### config.mk
export PLATFORM = sky130hd
export DESIGN_NAME = tifa_arbiter
export DESIGN_NICKNAME = d
export VERILOG_FILES = /design/src/core/tifa_arbiter.v
export VERILOG_INCLUDE_DIRS = /design/src /design/src/core
export SDC_FILE = /design/constraint.sdc
export NUM_CORES = 2
export LEC_CHECK = 0
export BUFFER_PORTS_ARGS = -buffer_cell sky130_fd_sc_hd__buf_2
export CORE_ASPECT_RATIO = 1.25
export CORE_MARGIN = 8
export CORE_UTILIZATION = 30
export CTS_CLUSTER_DIAMETER = 120
export CTS_CLUSTER_SIZE = 8
export DETAILED_ROUTE_END_ITERATION = 16
export PLACE_DENSITY = 0.55
export SYNTH_ARGS = -nofsm -noshare
export SYNTH_HDL_FRONTEND = slang
export SYNTH_SLANG_ARGS = --single-unit
### constraint.sdc
create_clock -name hclk -period 6.75 [get_ports hclk]
set_input_delay 1.35 -clock hclk [delete_from_list [all_inputs] [get_ports hclk]]
set_output_delay 1.35 -clock hclk [all_outputs]
set_load 0.01 [all_outputs]
### src/core/tifa_regs.vh
`ifndef TIFA_REGS_VH
`define TIFA_REGS_VH

// ==========================================================================
// register offsets (byte addresses)
`define TIFA_OFS_NOFC_INTERVAL 12'h000
`define TIFA_OFS_NOFC_LIMIT    12'h004
`define TIFA_OFS_FAIR_BASE     12'h010
`define TIFA_OFS_FAIR_LAST     12'h01c
`define TIFA_OFS_BUCKET_BASE   12'h020
`define TIFA_OFS_BUCKET_LAST   12'h024

// ==========================================================================
// field positions of a fairness status word
`define TIFA_STAT_DENOM_LSB    0
`define TIFA_STAT_WINDOW_LSB   8
`define TIFA_STAT_PRIO_BIT     16

// ==========================================================================
// reset values
`define TIFA_RST_DENOM         8'h01
`define TIFA_RST_WINDOW        8'h01
`define TIFA_RST_LFSR          9'h001
`define TIFA_RST_INTERVAL      16'h0040
`define TIFA_RST_LIMIT         8'h04

// ==========================================================================
// counts
`define TIFA_UNIT_COUNT        32
`define TIFA_UNIT_CNT_MAX      3'h7
`define TIFA_ALT_RUN           3'h4

`endif

### src/core/tifa_arbiter.v
// Summary of operation
// thirty-two 3-bit per-unit forwarding counters plus one shared 8-bit counter
// each forwarded packet bumps its unit counter and the shared counter
// unit counter overflow captures shared count as denominator, clears all counters
// reset clears counters and sets the denominator to one
// 8-bit window resets to one, priority flag resets to zero
// only forwarded pending: send it, decrement window
// only local pending: send it, clear priority; local always goes when idle
// both pending: priority set sends local, else forwarded with window decrement
// window reaching zero reloads window and sets priority
// 9-bit LFSR x^9+x^4+1 steps once per window reload
// reload value is (denominator + LFSR low three bits) shifted right three
// chain-flagged packets are not counted, so a chain counts once
// info packets bypass fairness pacing entirely
// independent fairness copy per direction, no software knobs for fairness
// a packet competes only when ready and a far-end buffer is free; info packets here are granted with no buffer check
// blocked local packet holds back same-channel forwards while it has priority
// alternate set beats base set but base still gets turns; own fairness copy
// no-flow-control channel ranks next after info packets under its bucket limit
// bucket refills once per interval, saturating at its limit
// each sent no-flow-control packet takes one from the bucket, floor zero
// no-flow-control send needs a non-empty bucket; bucket resets to zero
// LFSR resets to a fixed non-zero seed
//
// Design decisions made here: the AHB-Lite slave port and the register offsets.
`include "tifa_regs.vh"
`default_nettype none

module tifa_arbiter #(
    parameter [8:0] LFSR_SEED = `TIFA_RST_LFSR
) (
    // clock and reset
    input  wire        hclk,
    input  wire        hresetn,
    // ahb-lite slave
    input  wire        hsel,
    input  wire [31:0] haddr,
    input  wire [1:0]  htrans,
    input  wire        hwrite,
    input  wire [2:0]  hsize,
    input  wire [31:0] hwdata,
    input  wire        hready,
    output reg         hreadyout,
    output reg  [31:0] hrdata,
    output reg         hresp,
    // per direction (bit 0 upstream, bit 1 downstream)
    input  wire [1:0]  link_slot,
    input  wire [1:0]  info_req,
    input  wire [1:0]  nofc_req,
    input  wire [1:0]  nofc_buf_free,
    output reg  [1:0]  info_grant,
    output reg  [1:0]  nofc_grant,
    // per source set k = 2*direction + set (set 1 is the alternate channel set)
    input  wire [3:0]  fwd_req,
    input  wire [3:0]  fwd_buf_free,
    input  wire [3:0]  fwd_chain,
    input  wire [19:0] fwd_unit_id,
    input  wire [7:0]  fwd_vc,
    input  wire [3:0]  loc_req,
    input  wire [3:0]  loc_buf_free,
    input  wire [3:0]  loc_chain,
    input  wire [7:0]  loc_vc,
    output reg  [3:0]  fwd_grant,
    output reg  [3:0]  loc_grant
);

    // ======================================================================
    // state
    reg  [2:0]  ucnt [0:127];
    reg  [7:0]  fcnt [0:3];
    reg  [7:0]  denom [0:3];
    reg  [7:0]  window [0:3];
    reg  [8:0]  lfsr [0:3];
    reg  [3:0]  prio;
    reg  [7:0]  bucket [0:1];
    reg  [15:0] tick [0:1];
    reg  [2:0]  base_wait [0:1];
    reg  [1:0]  lock;
    reg  [3:0]  lock_src;
    reg  [15:0] nofc_refill_interval;
    reg  [7:0]  nofc_bucket_limit;
    reg         wr_pend;
    reg  [11:0] wr_addr;

    // ======================================================================
    // helpers
    // shifts left with the new bit at the bottom; a non-zero seed never reaches zero
    function [8:0] lfsr_next;
        input [8:0] q;
        begin
            lfsr_next = {q[7:0], q[8] ^ q[3]};
        end
    endfunction

    function [7:0] window_reload;
        input [7:0] dn;
        input [8:0] q;
        reg   [8:0] sum;
        begin
            sum = {1'b0, dn} + {6'h00, q[2:0]};
            window_reload = {2'b00, sum[8:3]};
        end
    endfunction

    // ======================================================================
    // arbitration
    reg  [3:0] set_fwd;
    reg  [3:0] set_loc;
    reg  [3:0] next_fwd_grant;
    reg  [3:0] next_loc_grant;
    reg  [1:0] next_info_grant;
    reg  [1:0] next_nofc_grant;
    reg  [1:0] busy;
    reg  [1:0] base_pend;
    reg        hold;
    reg        f;
    reg        l;
    reg        alt_any;
    integer    k;
    integer    d;

    always @* begin
        hold = 1'b0;
        f = 1'b0;
        l = 1'b0;
        alt_any = 1'b0;
        set_fwd = 4'h0;
        set_loc = 4'h0;
        next_fwd_grant = 4'h0;
        next_loc_grant = 4'h0;
        next_info_grant = 2'b00;
        next_nofc_grant = 2'b00;
        base_pend = 2'b00;
        for (k = 0; k < 4; k = k + 1) begin
            d = k / 2;
            // blocked local packet keeps its buffer from same-channel forwards
            // forwards in other channels still go, so the link does not idle
            hold = prio[k] & loc_req[k] & ~loc_buf_free[k] &
                   (fwd_vc[k*2 +: 2] == loc_vc[k*2 +: 2]);
            f = fwd_req[k] & fwd_buf_free[k] & ~hold &
                (~lock[d] | (lock_src[d*2+1] == k[0] && !lock_src[d*2]));
            // local goes when priority is set or nothing waits to be forwarded
            l = loc_req[k] & loc_buf_free[k] &
                (~lock[d] | (lock_src[d*2+1] == k[0] && lock_src[d*2]));
            set_loc[k] = l & (prio[k] | ~f);                                 // see
            set_fwd[k] = f & ~set_loc[k];                                    // see
        end
        for (d = 0; d < 2; d = d + 1) begin
            busy[d] = fwd_grant[d*2] | fwd_grant[d*2+1] | loc_grant[d*2] |
                      loc_grant[d*2+1] | nofc_grant[d] | info_grant[d];
            base_pend[d] = set_fwd[d*2] | set_loc[d*2];
            alt_any = set_fwd[d*2+1] | set_loc[d*2+1];
            // a direction decides only while none of its grants is high, so each
            // grant stands one cycle and the far side sees one packet per decision
            if (link_slot[d] && !busy[d]) begin
                // info packets are per link and never wait for the pacing logic
                if (info_req[d]) begin
                    next_info_grant[d] = 1'b1;
                // no-flow-control packets may not break into a chain
                end else if (nofc_req[d] && nofc_buf_free[d] && bucket[d] != 8'h00 &&
                             !lock[d]) begin
                    next_nofc_grant[d] = 1'b1;                               // see
                end else if (alt_any && !(base_pend[d] && base_wait[d] >= `TIFA_ALT_RUN)) begin
                    next_fwd_grant[d*2+1] = set_fwd[d*2+1];
                    next_loc_grant[d*2+1] = set_loc[d*2+1];
                end else begin
                    next_fwd_grant[d*2] = set_fwd[d*2];
                    next_loc_grant[d*2] = set_loc[d*2];
                end
            end
        end
    end

    always @(posedge hclk or negedge hresetn) begin
        if (!hresetn) begin
            fwd_grant  <= 4'h0;
            loc_grant  <= 4'h0;
            info_grant <= 2'b00;
            nofc_grant <= 2'b00;
        end else begin
            // grants come straight from flip-flops so each is a clean pulse
            fwd_grant  <= next_fwd_grant;
            loc_grant  <= next_loc_grant;
            info_grant <= next_info_grant;
            nofc_grant <= next_nofc_grant;
        end
    end

    // ======================================================================
    // chain lock and base-set starvation guard
    // a chain pins its direction to one source until an unchained packet
    // ends it, so no other source set and no no-flow-control packet splits a chained group; info packets still go
    integer c;

    always @(posedge hclk or negedge hresetn) begin
        if (!hresetn) begin
            lock <= 2'b00;
            lock_src <= 4'h0;
            base_wait[0] <= 3'h0;
            base_wait[1] <= 3'h0;
        end else begin
            for (c = 0; c < 2; c = c + 1) begin
                if (next_fwd_grant[c*2] | next_fwd_grant[c*2+1]) begin
                    lock[c] <= next_fwd_grant[c*2] ? fwd_chain[c*2] : fwd_chain[c*2+1];
                    lock_src[c*2 +: 2] <= {next_fwd_grant[c*2+1], 1'b0};
                end else if (next_loc_grant[c*2] | next_loc_grant[c*2+1]) begin
                    lock[c] <= next_loc_grant[c*2] ? loc_chain[c*2] : loc_chain[c*2+1];
                    lock_src[c*2 +: 2] <= {next_loc_grant[c*2+1], 1'b1};
                end
                // the alternate set runs at most the limit over a waiting base set
                if (next_fwd_grant[c*2] | next_loc_grant[c*2]) begin
                    base_wait[c] <= 3'h0;
                end else if ((next_fwd_grant[c*2+1] | next_loc_grant[c*2+1]) &&
                             base_pend[c] && base_wait[c] != 3'h7) begin
                    base_wait[c] <= base_wait[c] + 3'h1;
                end
            end
        end
    end

    // ======================================================================
    // fairness copies: rate measurement and insertion pacing
    wire [3:0] fev;
    wire [3:0] lev;
    wire [4:0] uid [0:3];
    integer    n;
    integer    u;
    genvar     gi;

    // chained packets never reach the counters or the window
    generate
        for (gi = 0; gi < 4; gi = gi + 1) begin : g_count
            assign fev[gi] = next_fwd_grant[gi] & ~fwd_chain[gi];
            assign lev[gi] = next_loc_grant[gi] & ~loc_chain[gi];
            assign uid[gi] = fwd_unit_id[gi*5 +: 5];
        end
    endgenerate

    always @(posedge hclk or negedge hresetn) begin
        if (!hresetn) begin
            for (n = 0; n < 4; n = n + 1) begin
                for (u = 0; u < `TIFA_UNIT_COUNT; u = u + 1) begin
                    ucnt[n*32+u] <= 3'h0;
                end
                fcnt[n]   <= 8'h00;
                denom[n]  <= `TIFA_RST_DENOM;
                window[n] <= `TIFA_RST_WINDOW;
                lfsr[n]   <= LFSR_SEED;
            end
            prio <= 4'h0;
        end else begin
            // four independent copies: base and alternate set of each direction
            for (n = 0; n < 4; n = n + 1) begin
                if (fev[n]) begin
                    if (ucnt[n*32+uid[n]] == `TIFA_UNIT_CNT_MAX) begin
                        // the overflowing packet counts in the captured denominator
                        denom[n] <= fcnt[n] + 8'h01;
                        fcnt[n] <= 8'h00;
                        for (u = 0; u < `TIFA_UNIT_COUNT; u = u + 1) begin
                            ucnt[n*32+u] <= 3'h0;
                        end
                    end else begin
                        ucnt[n*32+uid[n]] <= ucnt[n*32+uid[n]] + 3'h1;       // see
                        fcnt[n] <= fcnt[n] + 8'h01;
                    end
                    // the reload is zero when the denominator plus the LFSR low three bits is under eight;
                    // such a window expires at the next counted forward
                    // a window of 0 or 1 expires on this decrement
                    if (window[n] <= 8'h01) begin
                        window[n] <= window_reload(denom[n], lfsr[n]);       // see
                        lfsr[n] <= lfsr_next(lfsr[n]);
                        prio[n] <= 1'b1;
                    end else begin
                        window[n] <= window[n] - 8'h01;
                    end
                end
                if (lev[n]) begin
                    prio[n] <= 1'b0;
                end
            end
        end
    end

    // ======================================================================
    // no-flow-control leaky bucket
    // a send takes one credit; the refill waits for the interval to run out
    // refill and send on one edge cancel, the bucket does not move
    // the bucket is not clamped when the limit is lowered below it
    integer b;

    always @(posedge hclk or negedge hresetn) begin
        if (!hresetn) begin
            for (b = 0; b < 2; b = b + 1) begin
                bucket[b] <= 8'h00;
                tick[b] <= 16'h0000;
            end
        end else begin
            for (b = 0; b < 2; b = b + 1) begin
                if (tick[b] >= nofc_refill_interval) begin
                    tick[b] <= 16'h0000;
                    if (nofc_grant[b] == 1'b0 && next_nofc_grant[b] &&
                        bucket[b] != 8'h00) begin
                        bucket[b] <= bucket[b];
                    end else if (bucket[b] < nofc_bucket_limit) begin
                        bucket[b] <= bucket[b] + 8'h01;
                    end
                end else begin
                    tick[b] <= tick[b] + 16'h0001;
                    if (next_nofc_grant[b] && bucket[b] != 8'h00) begin
                        bucket[b] <= bucket[b] - 8'h01;
                    end
                end
            end
        end
    end

    // ======================================================================
    // ahb-lite register slave
    // write data arrive one cycle after the address phase, so the address
    // is kept for the data phase
    // status words are read-only, writes to them are dropped
    // addresses above the block's 4 KB page read as zero
    reg  [31:0] rd_word;
    wire [11:0] a_addr = haddr[11:0];
    wire        a_take = hsel & htrans[1] & hready;
    reg  [1:0]  r;

    always @* begin
        rd_word = 32'h0000_0000;
        r = a_addr[3:2];
        if (a_addr == `TIFA_OFS_NOFC_INTERVAL) begin
            rd_word = {16'h0000, nofc_refill_interval};
        end else if (a_addr == `TIFA_OFS_NOFC_LIMIT) begin
            rd_word = {24'h00_0000, nofc_bucket_limit};
        end else if (a_addr >= `TIFA_OFS_FAIR_BASE && a_addr <= `TIFA_OFS_FAIR_LAST &&
                     a_addr[1:0] == 2'b00) begin
            rd_word[`TIFA_STAT_DENOM_LSB +: 8]  = denom[r];
            rd_word[`TIFA_STAT_WINDOW_LSB +: 8] = window[r];
            rd_word[`TIFA_STAT_PRIO_BIT]        = prio[r];
        end else if (a_addr >= `TIFA_OFS_BUCKET_BASE && a_addr <= `TIFA_OFS_BUCKET_LAST &&
                     a_addr[1:0] == 2'b00) begin
            rd_word = {24'h00_0000, bucket[r[0]]};
        end
        if (haddr[31:12] != 20'h00000) begin
            rd_word = 32'h0000_0000;
        end
    end

    always @(posedge hclk or negedge hresetn) begin
        if (!hresetn) begin
            hreadyout <= 1'b1;
            hresp     <= 1'b0;
            hrdata    <= 32'h0000_0000;
            wr_pend   <= 1'b0;
            wr_addr   <= 12'h000;
            nofc_refill_interval <= `TIFA_RST_INTERVAL;
            nofc_bucket_limit    <= `TIFA_RST_LIMIT;
        end else begin
            hreadyout <= 1'b1;
            hresp     <= 1'b0;
            wr_pend   <= a_take & hwrite & (haddr[31:12] == 20'h00000);
            wr_addr   <= a_addr;
            if (a_take && !hwrite) begin
                hrdata <= rd_word;
            end
            if (wr_pend) begin
                if (wr_addr == `TIFA_OFS_NOFC_INTERVAL) begin
                    nofc_refill_interval <= hwdata[15:0];
                end else if (wr_addr == `TIFA_OFS_NOFC_LIMIT) begin
                    nofc_bucket_limit <= hwdata[7:0];
                end
            end
        end
    end

endmodule

`default_nettype wire

==> results.py <==
metrics = {
    "synth": {
        "synth_commonest_cells": "dfrtp_1, nand2_1, o21ai_0, nor2_1, clkbuf_1",
        "synth-simple-area-share_pct": 16.3,
        "synth.area.mux_share_pct": 9.98,
        "ys_ff_latch": 646,
        "synthArstFlopShare_pct": 100,
        "yosysTopAreaCell": "dfrtp_1",
        "synth_cells": 3440,
        "synth_edf_count": 0,
        "synth_area_sq_mm": 0.0336,
        "avgSynthCellArea_sq_um": 9.77,
        "synth_top_family_by_area": "compound AO/OA/AOI/OAI gates",
        "synth_compound_area_share_pct": 16.3,
        "yosysMostFrequentCell": "dfrtp_1",
        "yosysUniqueCellTypes": 78,
        "synth_flop_cell": "dfrtp_1",
        "synth-adder-area-share_pct": 3.54,
        "synth_xor_area_share_pct": 1.93,
        "netlist_top_cells_area": "dfrtp_1, mux4_2, o21ai_0",
        "seq_area_frac_synth_pct": 48.1,
        "yosysTopAreaCellShare_pct": 47.0,
        "ys_warn_count": 0,
    },
    "floorplanning": {
        "ios": 188,
        "dieArea_sq_mm": 0.123,
        "die_y_um": 390,
        "initial_core_util_pct": 30.2,
        "rows": 137,
        "coreArea_sq_mm": 0.111,
        "die_w_um": 315,
    },
    "setup_path": {
        "arrival_ns": 5.07,
        "cp_cell_sequence": "buf_2 -> buf_4 -> mux4_2 -> a22oi_1 -> nand4_1 -> ha_1 -> ha_1 -> buf_4 -> or3_1 -> buf_4 -> o31ai_1",
        "timing.rr.start": "tick[20]",
        "critPathMostFrequentCell": "buf_4",
        "crit_fanout": 27,
        "reg2reg_depth": 15,
        "crit_type": "in -> reg",
        "start_kind": "input pin",
        "rrSetupSlack_ns": 2.32,
        "required_ns": 7.31,
        "slowest_delay_ns": 0.67,
        "crit_slowest_cell": "or3_1",
        "critPathCaptureType": "register",
        "r2r_end": "bucket[15]",
    },
    "sta": {
        "fmax_mhz": 222,
        "fin_ws_ns": 2.24,
        "fin_crit_sh_pct": 66.8,
        "slew-limit-headroom_pct": 17.5,
        "tightest_slew_ns": 1.23,
        "period_needed_ns": 4.51,
        "finalSetupViolations": 0,
        "rsz0062_at_grt": "no",
        "slew_viol_final": 0,
        "hold_viol_final": 0,
        "clock_skew_ns": 0.0602,
        "final.setup.tns_ns": 0,
    },
    "layout": {
        "final_cells": 5058,
        "antenna_cells": 0,
        "final_layout_size_suffix_gt1_share_pct": 14.3,
        "area_growth_pct": 14.4,
        "final_nets": 3775,
        "final_cell_area_sq_mm": 0.0385,
    },
    "power_and_ir_drop": {
        "leakagePower_nw": 17.0,
        "finalPower_mw": 9.91,
        "ir_drop_v": 0.000171,
        "powerDensity_mw_per_mm2": 258,
    },
    "min_path": {
        "hold_start": "hrdata[10]",
        "min_to": "hrdata[10]",
        "hold_depth": 2,
        "hp-class": "reg -> reg",
    },
    "drt": {
        "ant_nets": 0,
        "routed_wl_mm": 93.6,
        "drt-wirelength-per-cell_um": 18.5,
        "viasPerCell": 5.18,
        "drc_errors": 0,
        "drt_iter0_markers": 1604,
        "via_count": 26200,
        "dr.pass1.iters": 5,
    },
    "global_route": {
        "overflow": 0,
        "grt_pass1_wl_mm": 151,
        "grt_pass1_vias": 26900,
        "grtUsageMet3_pct": 2.35,
        "busiest_layer": "met2",
        "antenna_found_initial": 4,
        "track_usage_pct": 15.0,
        "use_met1_pct": 19.2,
        "grtUsageMet2_pct": 26.0,
        "grt_max_degree": 122,
    },
    "placed_design": {
        "io_buffers": 150,
        "placed_cell_area_sq_mm": 0.0358,
        "place_ws_ns": 1.39,
        "gpl.final_weighted_congestion": 0.815,
        "dpl.cell_count": 4905,
        "place_hpwl_mm": 62.9,
    },
    "clocking": {
        "cts_tree": "done",
        "cts_setup_buffers": 0,
        "cts_num_sinks": 646,
        "cts_resized": 0,
        "clk_latency_ns": 0.69,
        "path_clk_slew_ns": 0.05,
        "root_buffer": "clkbuf_16",
        "htree_num_levels": 3,
        "cts_buffers": 91,
        "clockBufferDepth": 3,
        "ctsHoldBuffers": 0,
    },
    "run_status": {
        "run_status": "complete, no violations",
    },
    "flow_run": {
        "cap_violations": 0,
    },
}
==> cell families (layout without fill, tap and decap cells) <==
family / after synthesis / after routing
flops: 646 / 646
simple gates: 1204 / 1204
xor+xnor: 74 / 74
mux: 187 / 187
other cells: 2 / 17
buf+inv: 315 / 459
fa+ha+maj: 94 / 94
compound gates: 918 / 918
==> worst max-delay path: cells and delay by family <==
kind / cells / cell delay (ns)
AO/OA/AOI/OAI: 2 / 0.47
adder cells (fa/ha/maj): 2 / 0.41
buffers and inverters: 4 / 1.49
multiplexers: 1 / 0.51
AND/OR/NAND/NOR: 2 / 0.81
==> through the flow <==
step	hold slack, ns	utilization [%]
2_1_floorplan	0.441	-
3_3_place_gp	0.457	32.1
3_5_place_dp	0.463	32.1
4_1_cts	0.473	34.5
5_1_grt	0.480	34.5
6_report	0.469	34.5
==> how the worst max path moves through the flow <==
| stage | slack [ns] | to | from | depth (start not counted) |
|---|---|---|---|---|
| 4_1_cts | 2.18 | ucnt[336] | fwd_unit_id[0] | 9 |
| 5_1_grt | 1.90 | bucket[15] | nofc_refill_interval[2] | 16 |
| 6_report | 2.24 | ucnt[207] | fwd_unit_id[5] | 11 |
| 3_5_place_dp | 1.39 | ucnt[318] | fwd_unit_id[0] | 9 |
| 2_1_floorplan | 1.77 | ucnt[251] | fwd_unit_id[5] | 12 |
| 3_3_place_gp | 1.48 | ucnt[318] | fwd_unit_id[0] | 9 |
==> power breakdown <==
part / internal, mW / switching, mW
logic: 0.500 / 0.738
registers: 4.08 / 0.244
clock network: 2.52 / 1.83
total: 7.10 / 2.81
==> state kept, by name, indices dropped and copies added (netlist names), 16 cells and up <==
| name | count |
|---|---|
| ucnt | 384 |
| lfsr | 36 |
| denom | 32 |
| fcnt | 32 |
| tick | 32 |
| window | 32 |
| hrdata | 17 |
| bucket | 16 |
| nofc_refill_interval | 16 |
==> placed cells by master (no fill, tap or decap), types with 21 or more instances in the layout <==
master / instances
and2_1: 24
a22oi_1: 56
ha_1: 91
a21oi_1: 101
buf_4: 40
nor2_1: 246
nor4_1: 27
clkbuf_1: 52
mux2_2: 56
nand3_1: 51
xor2_1: 42
mux4_2: 113
xnor2_1: 32
clkbuf_16: 91
and3_1: 23
o21ai_1: 26
nand2b_1: 26
a22o_1: 91
nand2_1: 583
o31ai_1: 31
inv_1: 113
nor2b_1: 42
nor3_1: 57
buf_2: 149
o22ai_1: 21
nand4_1: 22
dfrtp_1: 632
o21ai_0: 483
==> area by class of cell <==
type / instances / area [sq um]
multi-input combinational: 2494 / 16300
fill: 11300 / 73000
inverter: 114 / 428
sequential: 646 / 16200
clock inverter: 9 / 168
tap: 1459 / 1830
clock buffer: 144 / 2490
timing repair buffer: 192 / 1100
==> per-layer routing <==
layer | routed length (um) | vias up
met4 | 2340 | 0
met2 | 46200 | 549
met3 | 3930 | 148
met5 | 0 | -
li1 | - | 12400
met1 | 41100 | 13100
No activity file was read; power rests on OpenSTA's default activity.
